**src/inc/emd_regs.svh**
```systemverilog
`ifndef EMD_REGS_SVH
`define EMD_REGS_SVH
`define EMD_PAGE_SELECT_ADDR   8'haa
`define EMD_CONFIG_ADDR        8'hb2
`define EMD_PAGE_RESET         8'h00
`define EMD_CONFIG_RESET       5'h03
`define EMD_CONFIG_USED_MASK   8'h1f
`define EMD_MUX_BIT            4
`define EMD_MODE_HI            3
`define EMD_MODE_LO            2
`define EMD_ALE_HI             1
`define EMD_ALE_LO             0
`define EMD_ONCHIP_LIMIT       16'h1000
`define EMD_ONCHIP_MASK        16'h0fff
`define EMD_FIXED_CYCLES       4
`define EMD_STROBE_CYCLES      1
`endif

```
**src/inc/emd_pkg.sv**
```systemverilog
package emd_pkg;
    typedef enum logic [1:0] {
        EMD_MODE_ONCHIP,
        EMD_MODE_SPLIT_NOBANK,
        EMD_MODE_SPLIT_BANK,
        EMD_MODE_OFFCHIP
    } emd_mode_t;

    // CPU side external-move request
    typedef struct packed {
        logic        start;
        logic        wide;
        logic        write;
        logic [15:0] dptr;
        logic [7:0]  low_addr;
        logic [7:0]  wdata;
    } emd_req_t;

    // Pin drive for ports 1..4: value and enable per pin
    typedef struct packed {
        logic [7:0] p1_out;
        logic [7:0] p1_oe;
        logic [7:0] p2_out;
        logic [7:0] p2_oe;
        logic [7:0] p3_out;
        logic [7:0] p3_oe;
        logic [7:0] p4_out;
        logic [7:0] p4_oe;
    } emd_pins_t;
endpackage

```
**src/verilog/emd_ext_mem.sv**
```systemverilog
`timescale 1ns/1ps
`default_nettype none
`include "emd_regs.svh"

module emd_ext_mem (
    // Clock and reset
    input  wire logic             clock,
    input  wire logic             rst_n,
    // Special function register port
    input  wire logic             sfr_wr,
    input  wire logic [7:0]       sfr_addr,
    input  wire logic [7:0]       sfr_wdata,
    output logic      [7:0]       sfr_rdata,
    // External-move request from the core
    input  wire emd_pkg::emd_req_t req,
    input  wire logic [7:0]       timing_cycles,
    output logic                  onchip_sel,
    output logic      [11:0]      onchip_addr,
    output logic                  busy,
    output logic                  done,
    output logic      [7:0]       rdata,
    // Port pins
    input  wire logic [7:0]       p3_in,
    input  wire logic [7:0]       p4_in,
    output emd_pkg::emd_pins_t    pins
);
    import emd_pkg::*;

    typedef enum {
        ST_IDLE,
        ST_ALE_HI,
        ST_ALE_LO,
        ST_WAIT,
        ST_STROBE,
        ST_TAIL
    } emd_state_t;

    logic [7:0]  page_reg, page_next;
    logic [4:0]  cfg_reg, cfg_next;
    logic [7:0]  sfr_rdata_reg, sfr_rdata_next;
    emd_state_t  state_reg, state_next;
    logic [7:0]  cnt_reg, cnt_next;
    logic [15:0] addr_reg, addr_next;
    logic        drive_hi_reg, drive_hi_next;
    logic        write_reg, write_next;
    logic        mux_reg, mux_next;
    logic [7:0]  wdata_reg, wdata_next;
    logic        onchip_reg, onchip_next;
    logic [11:0] onaddr_reg, onaddr_next;
    logic        done_reg, done_next;
    logic [7:0]  rdata_reg, rdata_next;
    emd_pins_t   pins_reg, pins_next;
    logic [7:0]  p3_meta, p3_sync, p4_meta, p4_sync;

    emd_mode_t   mode;
    logic        mux_mode;
    logic [7:0]  ale_cycles;
    logic [15:0] eff_addr;
    logic        go_off;

    assign mode       = emd_mode_t'(cfg_reg[`EMD_MODE_HI:`EMD_MODE_LO]);
    assign mux_mode   = ~cfg_reg[`EMD_MUX_BIT];
    assign ale_cycles = {6'h00, cfg_reg[`EMD_ALE_HI:`EMD_ALE_LO]} + 8'h01;
    // Effective address: pointer or page:low byte
    assign eff_addr   = req.wide ? req.dptr : {page_reg, req.low_addr};

    // Off-chip decision per mode; boundary value itself counts as off-chip
    always_comb begin
        case (mode)
            EMD_MODE_ONCHIP:  go_off = 1'b0;
            EMD_MODE_OFFCHIP: go_off = 1'b1;
            default:          go_off = eff_addr >= `EMD_ONCHIP_LIMIT;
        endcase
    end

    // Register file
    always_comb begin
        page_next = page_reg;
        cfg_next  = cfg_reg;
        if (sfr_wr && sfr_addr == `EMD_PAGE_SELECT_ADDR) begin
            page_next = sfr_wdata;
        end
        if (sfr_wr && sfr_addr == `EMD_CONFIG_ADDR) begin
            cfg_next = sfr_wdata[4:0];
        end
        case (sfr_addr)
            `EMD_PAGE_SELECT_ADDR: sfr_rdata_next = page_reg;
            `EMD_CONFIG_ADDR:      sfr_rdata_next = {3'b000, cfg_reg};
            default:               sfr_rdata_next = 8'h00;
        endcase
    end

    always_ff @(posedge clock) begin
        if (!rst_n) begin
            page_reg      <= `EMD_PAGE_RESET;
            cfg_reg       <= `EMD_CONFIG_RESET;
            sfr_rdata_reg <= 8'h00;
        end else begin
            page_reg      <= page_next;
            cfg_reg       <= cfg_next;
            sfr_rdata_reg <= sfr_rdata_next;
        end
    end

    // Data inputs cross from the pins
    always_ff @(posedge clock) begin
        if (!rst_n) begin
            p3_meta <= 8'h00;
            p3_sync <= 8'h00;
            p4_meta <= 8'h00;
            p4_sync <= 8'h00;
        end else begin
            p3_meta <= p3_in;
            p3_sync <= p3_meta;
            p4_meta <= p4_in;
            p4_sync <= p4_meta;
        end
    end

    // Access sequencer and pin drive
    always_comb begin
        state_next    = state_reg;
        cnt_next      = cnt_reg;
        addr_next     = addr_reg;
        drive_hi_next = drive_hi_reg;
        write_next    = write_reg;
        mux_next      = mux_reg;
        wdata_next    = wdata_reg;
        onchip_next   = 1'b0;
        onaddr_next   = onaddr_reg;
        done_next     = 1'b0;
        rdata_next    = rdata_reg;
        pins_next     = '0;
        case (state_reg)
            ST_IDLE: begin
                if (req.start && !go_off) begin
                    onchip_next = 1'b1;
                    // Upper bits dropped so addresses wrap on the on-chip size
                    onaddr_next = eff_addr[11:0];
                    done_next   = 1'b1;
                end else if (req.start) begin
                    addr_next     = eff_addr;
                    // Bank modes drive the page; 8-bit no-bank and off-only leave latches
                    drive_hi_next = req.wide || mode == EMD_MODE_SPLIT_BANK;
                    write_next    = req.write;
                    wdata_next    = req.wdata;
                    mux_next      = mux_mode;
                    cnt_next      = mux_mode ? ale_cycles : timing_cycles;
                    state_next    = mux_mode ? ST_ALE_HI : ST_WAIT;
                end
            end
            ST_ALE_HI: begin
                pins_next.p1_out[5] = 1'b1;
                pins_next.p1_oe[5]  = 1'b1;
                pins_next.p3_out    = addr_reg[7:0];
                pins_next.p3_oe     = 8'hff;
                cnt_next            = cnt_reg - 8'h01;
                if (cnt_reg == 8'h01) begin
                    cnt_next   = ale_cycles;
                    state_next = ST_ALE_LO;
                end
            end
            ST_ALE_LO: begin
                cnt_next = cnt_reg - 8'h01;
                if (cnt_reg == 8'h01) begin
                    cnt_next   = timing_cycles;
                    state_next = ST_WAIT;
                end
            end
            ST_WAIT: begin
                // Programmable setup time, then the strobe
                cnt_next = cnt_reg - 8'h01;
                if (cnt_reg <= 8'h01) begin
                    cnt_next   = 8'(`EMD_STROBE_CYCLES);
                    state_next = ST_STROBE;
                end
            end
            ST_STROBE: begin
                cnt_next   = 8'(`EMD_FIXED_CYCLES - 1);
                state_next = ST_TAIL;
            end
            ST_TAIL: begin
                // Fixed overhead cycles close the access
                cnt_next = cnt_reg - 8'h01;
                // Pin data needs two edges through the synchroniser
                if (cnt_reg == 8'(`EMD_FIXED_CYCLES - 2)) begin
                    rdata_next = mux_reg ? p3_sync : p4_sync;
                end
                if (cnt_reg == 8'h01) begin
                    done_next  = 1'b1;
                    state_next = ST_IDLE;
                end
            end
            default: state_next = ST_IDLE;
        endcase
        if (state_next != ST_IDLE && !(state_reg == ST_IDLE && state_next == ST_IDLE)
            && !(state_reg == ST_TAIL && done_next)) begin
            pins_next.p1_out[7:6] = 2'b11;
            pins_next.p1_oe[7:6]  = 2'b11;
            if (state_next == ST_STROBE) begin
                pins_next.p1_out[7:6] = write_next ? 2'b01 : 2'b10;
            end
            if (mux_next) begin
                pins_next.p1_oe[5]  = 1'b1;
                pins_next.p1_out[5] = state_next == ST_ALE_HI;
                pins_next.p3_out    = state_next == ST_ALE_HI ? addr_next[7:0] : wdata_next;
                pins_next.p3_oe     = (state_next == ST_ALE_HI || write_next) ? 8'hff : 8'h00;
            end else begin
                pins_next.p3_out = addr_next[7:0];
                pins_next.p3_oe  = 8'hff;
                pins_next.p4_out = wdata_next;
                pins_next.p4_oe  = write_next ? 8'hff : 8'h00;
            end
            pins_next.p2_out = addr_next[15:8];
            pins_next.p2_oe  = drive_hi_next ? 8'hff : 8'h00;
        end
    end

    always_ff @(posedge clock) begin
        if (!rst_n) begin
            state_reg    <= ST_IDLE;
            cnt_reg      <= 8'h00;
            addr_reg     <= 16'h0000;
            drive_hi_reg <= 1'b0;
            write_reg    <= 1'b0;
            mux_reg      <= 1'b0;
            wdata_reg    <= 8'h00;
            onchip_reg   <= 1'b0;
            onaddr_reg   <= 12'h000;
            done_reg     <= 1'b0;
            rdata_reg    <= 8'h00;
            pins_reg     <= '0;
        end else begin
            state_reg    <= state_next;
            cnt_reg      <= cnt_next;
            addr_reg     <= addr_next;
            drive_hi_reg <= drive_hi_next;
            write_reg    <= write_next;
            mux_reg      <= mux_next;
            wdata_reg    <= wdata_next;
            onchip_reg   <= onchip_next;
            onaddr_reg   <= onaddr_next;
            done_reg     <= done_next;
            rdata_reg    <= rdata_next;
            pins_reg     <= pins_next;
        end
    end

    logic busy_reg;
    always_ff @(posedge clock) begin
        if (!rst_n) begin
            busy_reg <= 1'b0;
        end else begin
            busy_reg <= state_next != ST_IDLE;
        end
    end

    assign sfr_rdata   = sfr_rdata_reg;
    assign onchip_sel  = onchip_reg;
    assign onchip_addr = onaddr_reg;
    assign busy        = busy_reg;
    assign done        = done_reg;
    assign rdata       = rdata_reg;
    assign pins        = pins_reg;

    cfg_unused_a: assert property (@(posedge clock) disable iff (!rst_n)
        sfr_addr == `EMD_CONFIG_ADDR |=> sfr_rdata[7:5] == 3'b000)
        else $error("config high bits not zero");
    mode00_onchip_a: assert property (@(posedge clock) disable iff (!rst_n)
        req.start && state_reg == ST_IDLE && mode == EMD_MODE_ONCHIP |=> onchip_sel)
        else $error("mode 00 access went off-chip");
    mode11_off_a: assert property (@(posedge clock) disable iff (!rst_n)
        req.start && state_reg == ST_IDLE && mode == EMD_MODE_OFFCHIP |=> !onchip_sel && busy)
        else $error("mode 11 access stayed on-chip");
    boundary_off_a: assert property (@(posedge clock) disable iff (!rst_n)
        req.start && state_reg == ST_IDLE && mode != EMD_MODE_ONCHIP
        && eff_addr >= `EMD_ONCHIP_LIMIT |=> busy)
        else $error("boundary address not off-chip");
    ale_width_a: assert property (@(posedge clock) disable iff (!rst_n)
        $rose(pins.p1_out[5]) && cfg_reg[1:0] == 2'b01 |-> pins.p1_out[5] [*2] ##1 !pins.p1_out[5])
        else $error("strobe high width wrong");
    nomux_noale_a: assert property (@(posedge clock) disable iff (!rst_n)
        !mux_reg |-> !pins.p1_oe[5])
        else $error("strobe driven when not multiplexed");
    idle_release_a: assert property (@(posedge clock) disable iff (!rst_n)
        !busy |-> pins == '0)
        else $error("pins held outside access");
    nobank_hi_a: assert property (@(posedge clock) disable iff (!rst_n)
        req.start && state_reg == ST_IDLE && !req.wide && mode == EMD_MODE_SPLIT_NOBANK
        |=> pins.p2_oe == 8'h00)
        else $error("upper address driven in no-bank mode");
    page_addr_a: assert property (@(posedge clock) disable iff (!rst_n)
        req.start && state_reg == ST_IDLE && !req.wide && mode == EMD_MODE_SPLIT_BANK
        && page_reg >= 8'h10 |=> pins.p2_out == $past(page_reg))
        else $error("upper address not page");
endmodule
`default_nettype wire

```
**config.mk**
```make
export PLATFORM = sky130hd
export DESIGN_NAME = emd_ext_mem
export DESIGN_NICKNAME = d
export VERILOG_FILES = /design/src/inc/emd_pkg.sv /design/src/verilog/emd_ext_mem.sv
export VERILOG_INCLUDE_DIRS = /design/src /design/src/inc
export SDC_FILE = /design/constraint.sdc
export NUM_CORES = 1
export LEC_CHECK = 0
export BUFFER_PORTS_ARGS = -buffer_cell sky130_fd_sc_hd__clkbuf_2
export CAP_MARGIN = 15
export CORE_MARGIN = 2
export CORE_UTILIZATION = 48
export DETAILED_ROUTE_END_ITERATION = 10
export GPL_TIMING_DRIVEN = 1
export PLACE_DENSITY = 0.81
export SKIP_CTS_REPAIR_TIMING = 1
export SYNTH_ARGS = -nofsm -noshare
export SYNTH_HDL_FRONTEND = slang
export SYNTH_SLANG_ARGS = --single-unit
export TNS_END_PERCENT = 20
```
**constraint.sdc**
```tcl
create_clock -name clock -period 2.3 [get_ports clock]
set_input_delay 0.345 -clock clock [delete_from_list [all_inputs] [get_ports clock]]
set_output_delay 0.345 -clock clock [all_outputs]
set_load 0.03 [all_outputs]
```
Word-level counts from Yosys, hierarchy flattened --
Index checks and enable logic that the tools add are counted.
Operators by class: eq/ne operators 16, reductions and logical operators 24, $add $sub $neg 2, multiplexer cells 52, bitwise logic cells 3, $lt $le $gt $ge 2
Operator list (number):
- 32-bit two-way mux | 7
- 32-bit case mux with 6 select lines | 1
- 16-bit two-way mux | 7
- 8-bit two-way mux | 14
- 32-bit by 2-bit == test with 1-bit output (second input constant) | 3
- 32-bit logical NOT | 3
- 32-bit by 3-bit == test with 1-bit output (second input constant) | 2
- 32-bit by 4-bit == test with 1-bit output (second input constant) | 2
- 8-bit case mux with 6 select lines | 1
- 32-bit by 1-bit == test with 1-bit output (second input constant) | 1
- 32-bit nonzero test | 1
- 8-bit == test (second input constant) | 2
- 16-bit by 13-bit greater-or-equal comparator with 1-bit output (second input constant) | 1
- 8-bit case mux with 2 select lines | 1
- 1-bit two-way mux | 15
- 8-bit by 1-bit == test with 1-bit output (second input constant) | 1
- 8-bit by 2-bit == test with 1-bit output (second input constant) | 1
- 8-bit by 1-bit <= comparator with 1-bit output (second input constant) | 1
- 2-bit AND reduction | 4
- 8-bit by 1-bit subtractor with 8-bit output (second input constant) | 1
- 1-bit logical AND | 7
- 2-bit two-way mux | 3
- 6-bit nonzero test | 1
- 2-bit == test (second input constant) | 2
- 10 further kinds | 17
Storage, ports and cells: input port bits 78, flip-flop bits (word level) 207

Depth between registers and ports, before layout --
depth after elaboration 14, depth in mapped cells 11

Least setup slack after synthesis --
OpenSTA, ideal clock, no wires.
kind reg2reg, from register cnt_reg[0], to register pins_reg, in the netlist pins[31], arrival time 2144 ps, period minus slack after synthesis 2273 ps, setup slack 27 ps, cell stages (with the launch flop) 10, buffers on the path 1, setup time 129 ps, cells stage by stage dfxtp_1 -> inv_1 -> ha_1 -> or2_2 -> a311oi_1 -> a311o_1 -> o221ai_4 -> buf_6 -> a211oi_1 -> a211oi_2
On the way: word-level cells in the longest chain between the ends 9
Ends and longest elaborated chain:
- start: declaration | line emd_ext_mem.sv:42 | logic [7:0] cnt_reg, cnt_next;
- start signal: assignment | line emd_ext_mem.sv:235 | cnt_reg <= cnt_next;
- 8-bit by 1-bit <= comparator with 1-bit output or 8-bit by 1-bit == test with 1-bit output (tied branches)
- 32-bit two-way mux, on equally long branches
- 32-bit case mux with 6 select lines | line emd_ext_mem.sv:134 | case (state_reg)
- 32-bit logical NOT | line emd_ext_mem.sv:196 | if (state_next != ST_IDLE && !(state_reg == ST_IDLE && state_next == ST_IDLE)
- 1-bit logical AND | line emd_ext_mem.sv:196
- 1-bit logical NOT | line emd_ext_mem.sv:196
- 1-bit logical AND | line emd_ext_mem.sv:196
- 1-bit logical AND | line emd_ext_mem.sv:197 | && !(state_reg == ST_TAIL && done_next)) begin
- 32-bit two-way mux * | line emd_ext_mem.sv:196
- end signal: assignment | line emd_ext_mem.sv:245 | pins_reg <= pins_next;
- end: declaration | line emd_ext_mem.sv:52 | emd_pins_t pins_reg, pins_next;
Mark *: on every way between the ends. The rest lies on a longest branch, timed or not. A chain may end at the register's enable or synchronous reset.

Final worst setup path --
from register cnt_reg[2], to register pins_reg, in the netlist pins[46]
On the way: word-level cells in the longest chain between the ends 9
Ends and longest elaborated chain (line):
- 8-bit by 1-bit <= comparator with 1-bit output or 8-bit by 1-bit == test with 1-bit output (tied branches)
- 32-bit two-way mux, on equally long branches
- 32-bit case mux with 6 select lines | emd_ext_mem.sv:134
- 32-bit logical NOT | emd_ext_mem.sv:196
- 1-bit logical AND | emd_ext_mem.sv:196
- 1-bit logical NOT | emd_ext_mem.sv:196
- 1-bit logical AND | emd_ext_mem.sv:196
- 1-bit logical AND * | emd_ext_mem.sv:197
- 2-bit AND reduction (no line) *
Marked as above.

==> results.json <==
{
  "nets": 983,
  "core_region_area_um2": 14370,
  "maxSlewViolCount": 0,
  "p_int_mw": 4.836,
  "clk_latency_ps": 430,
  "htreeDepth": 4,
  "vias_per_cell": 5.160,
  "syn_area_per_cell_um2": 10.23,
  "die-height_um": 124.7,
  "crit_fanout": 9,
  "drive_gt1_share_pct": 38.49,
  "preCtsSetupSlack_ps": -78.07,
  "yosysWarnings": 0,
  "synth_seq_area_share_pct": 50.13,
  "num_vias": 5655,
  "share_comb_of_total_power_pct": 3.6,
  "cts_sinks": 175,
  "setup_ws_ps": 44.72,
  "slowest_delay_ps": 440,
  "drc_errors": 0,
  "cts_made_buffers": 17,
  "max_freq_ghz": 0.4434,
  "syn_inst": 683,
  "synth_common_cells": "dfxtp_1 (175), nor2_1 (80), buf_4 (35), and2_1 (33), mux2i_1 (33)",
  "clk_pin_slew_worst_paths_ps": 60,
  "ant_nets": 0,
  "crit_chain": "nor4_4 > a41oi_1 > xor2_1 > buf_4 > a31o_1 > buf_12 > a2111oi_2",
  "gp_congestion": 0.9350,
  "min_delay_path_depth": 2,
  "overflow": 0,
  "crit_start": "cnt_reg[2]",
  "powerDensity_nw_per_um2": 677.9,
  "reg2reg_from": "cnt_reg[2]",
  "antenna_found_initial": 0,
  "crit_path_end_kind": "flip-flop",
  "drt_iter0_drc": 433,
  "r2r_setup_slack_ps": 40,
  "p_leak_nw": 3.806,
  "synth-main-ff-cell": "dfxtp_1",
  "final-setup-viol-count": 0,
  "async_reset_ff_share_pct": 0,
  "r2r_end": "pins[46]",
  "min_to": "p3_meta[7]",
  "crit_type": "flip-flop to flip-flop",
  "port_buffers": 162,
  "fp.dieW_um": 124.7,
  "areaGrowthSynthToFinish_pct": 29.81,
  "p_switching_mw": 1.314,
  "worstPathRequired_ps": 2610,
  "timing.final.crit_share_pct": 98.06,
  "pin_count": 173,
  "switching_share_pct": 21.36,
  "grt_start_max_net_pins": 80,
  "synth_edf_count": 0,
  "rsz0062_at_grt": "true",
  "post_synth_num_cell_types": 78,
  "synth_seq_cells": 175,
  "grt_pass1_wl_um": 25400,
  "outcome": "finished, final reports clean",
  "hp-start": "p3_in[7]",
  "n_antenna_cell": 0,
  "max_slew_margin_pct": 40.08,
  "pwr-share-clk_pct": 46.0,
  "wire_per_inst_um": 14.89,
  "skew_ps": 7.630,
  "tritoncts": "built",
  "min_path_type": "input port to flip-flop",
  "dieArea_um2": 15540,
  "crit_path_top_delay_cell": "nor4_4",
  "clockRootBuffer": "clkbuf_16",
  "final_util_pct": 63.13,
  "reg2regPathDepth": 7,
  "first_pass_iters": 5,
  "synth_top_cell_by_area": "dfxtp_1",
  "final-hold-violation-count": 0,
  "max-vdd-ir-drop_v": 0.0005379,
  "synthesis.area_um2": 6988,
  "grt_pass1_vias": 5299,
  "grtUsageTotal_pct": 20.30,
  "p_seq_share_pct": 50.4,
  "crit_arrival_ps": 2570,
  "yosysMostFrequentCell": "dfxtp_1",
  "dp_hpwl_um": 11180,
  "synth_top_area_share_pct": 50.13,
  "drt-total-wl_um": 16320,
  "period_minus_slack_ps": 2255,
  "worst_pin_slew_ps": 898.9,
  "start_util_pct": 48.63,
  "row_count": 44,
  "yosys-top-cells-area": "dfxtp_1 (50%), mux2i_1 (4.7%), nor2_1 (4.3%), buf_4 (3.8%), and2_1 (3.0%)",
  "clockBufferDepth": 2,
  "cp-start-kind": "flip-flop",
  "cap_violations": 0
}
==> area by class of cell <==
type / count / area, um2
clock buffer: 20 / 456.7
clock inverter: 12 / 135.1
fill: 1151 / 5298
timing repair buffer: 231 / 1411
multi-input combinational: 465 / 3297
sequential: 175 / 3507
inverter: 9 / 33.78
tap: 184 / 230.2
==> worst max path at each step <==
stage	slack, ps	cells past startpoint	end
floorplan	30	9	pins[31]
global placement	-7	8	pins[28]
detailed placement	-80	9	cnt_reg[2]
CTS	-120	9	cnt_reg[2]
global route	-80	7	pins[46]
finish	40	7	pins[46]
==> power by group through the flow <==
stage	clock network [mW]	registers (mW)	logic [mW]
floorplan	0	3.16	0.132
detailed placement	0	3.17	0.213
finish	2.83	3.10	0.219
global placement	0	3.17	0.212
CTS	2.89	3.10	0.215
global route	3.03	3.10	0.241
==> cells by family (layout without fill, tap and decap cells) <==
group | Yosys count | after routing | synth area share (%)
simple gates | 255 | 255 | 20.45
mux | 52 | 52 | 8.004
other cells | 1 | 39 | 0.05366
buf+inv | 82 | 272 | 7.234
compound gates | 109 | 110 | 12.68
xor+xnor | 3 | 3 | 0.3761
flops | 175 | 175 | 50.13
fa+ha+maj | 6 | 6 | 1.074
==> worst max-delay path, delay by kind of cell (launching register included) <==
| kind | cells | cell delay (ps) |
|---|---|---|
| AO/OA/AOI/OAI | 3 | 830 |
| XOR/XNOR | 1 | 190 |
| buffers and inverters | 2 | 340 |
| flip-flops | 1 | 340 |
| AND/OR/NAND/NOR | 1 | 440 |
==> per-stage QoR <==
step	TNS, ps	std cells	total power, mW	instance area, um2	hold WS, ps
global placement	-7.489	1053	3.378	8218	414.9
finish	0	1096	6.150	9071	121.8
CTS	-2004	1085	6.209	8810	102.8
detailed placement	-848.3	1053	3.381	8218	416.9
floorplan	0	721	3.297	7131	411.9
global route	-810.4	1096	6.371	9071	106.4
==> layer usage <==
metal | track usage [%] | wire [um] | vias up | part of all wire, %
li1 | - | - | 2773 | -
met1 | 25.34 | 6996 | 2630 | 43
met2 | 34.10 | 8005 | 217 | 49
met3 | 4.338 | 934 | 35 | 5.7
met4 | 8.394 | 384 | 0 | 2.4
met5 | 0 | 0 | - | 0
==> cells in the final DEF, fill, tap and decap left out, types with 17 or more instances in the layout <==
cell | Yosys | routed
dfxtp_1 | 175 | 172
mux2i_1 | 33 | 31
conb_1 | 1 | 39
buf_4 | 35 | 61
clkbuf_2 | 0 | 162
a21oi_1 | 24 | 24
nand2_1 | 29 | 29
nand3_1 | 24 | 24
nor2_1 | 80 | 80
clkbuf_16 | 0 | 17
nor3_1 | 22 | 22
and2_1 | 33 | 33
Note: power is estimated with default switching activity, not from simulation.
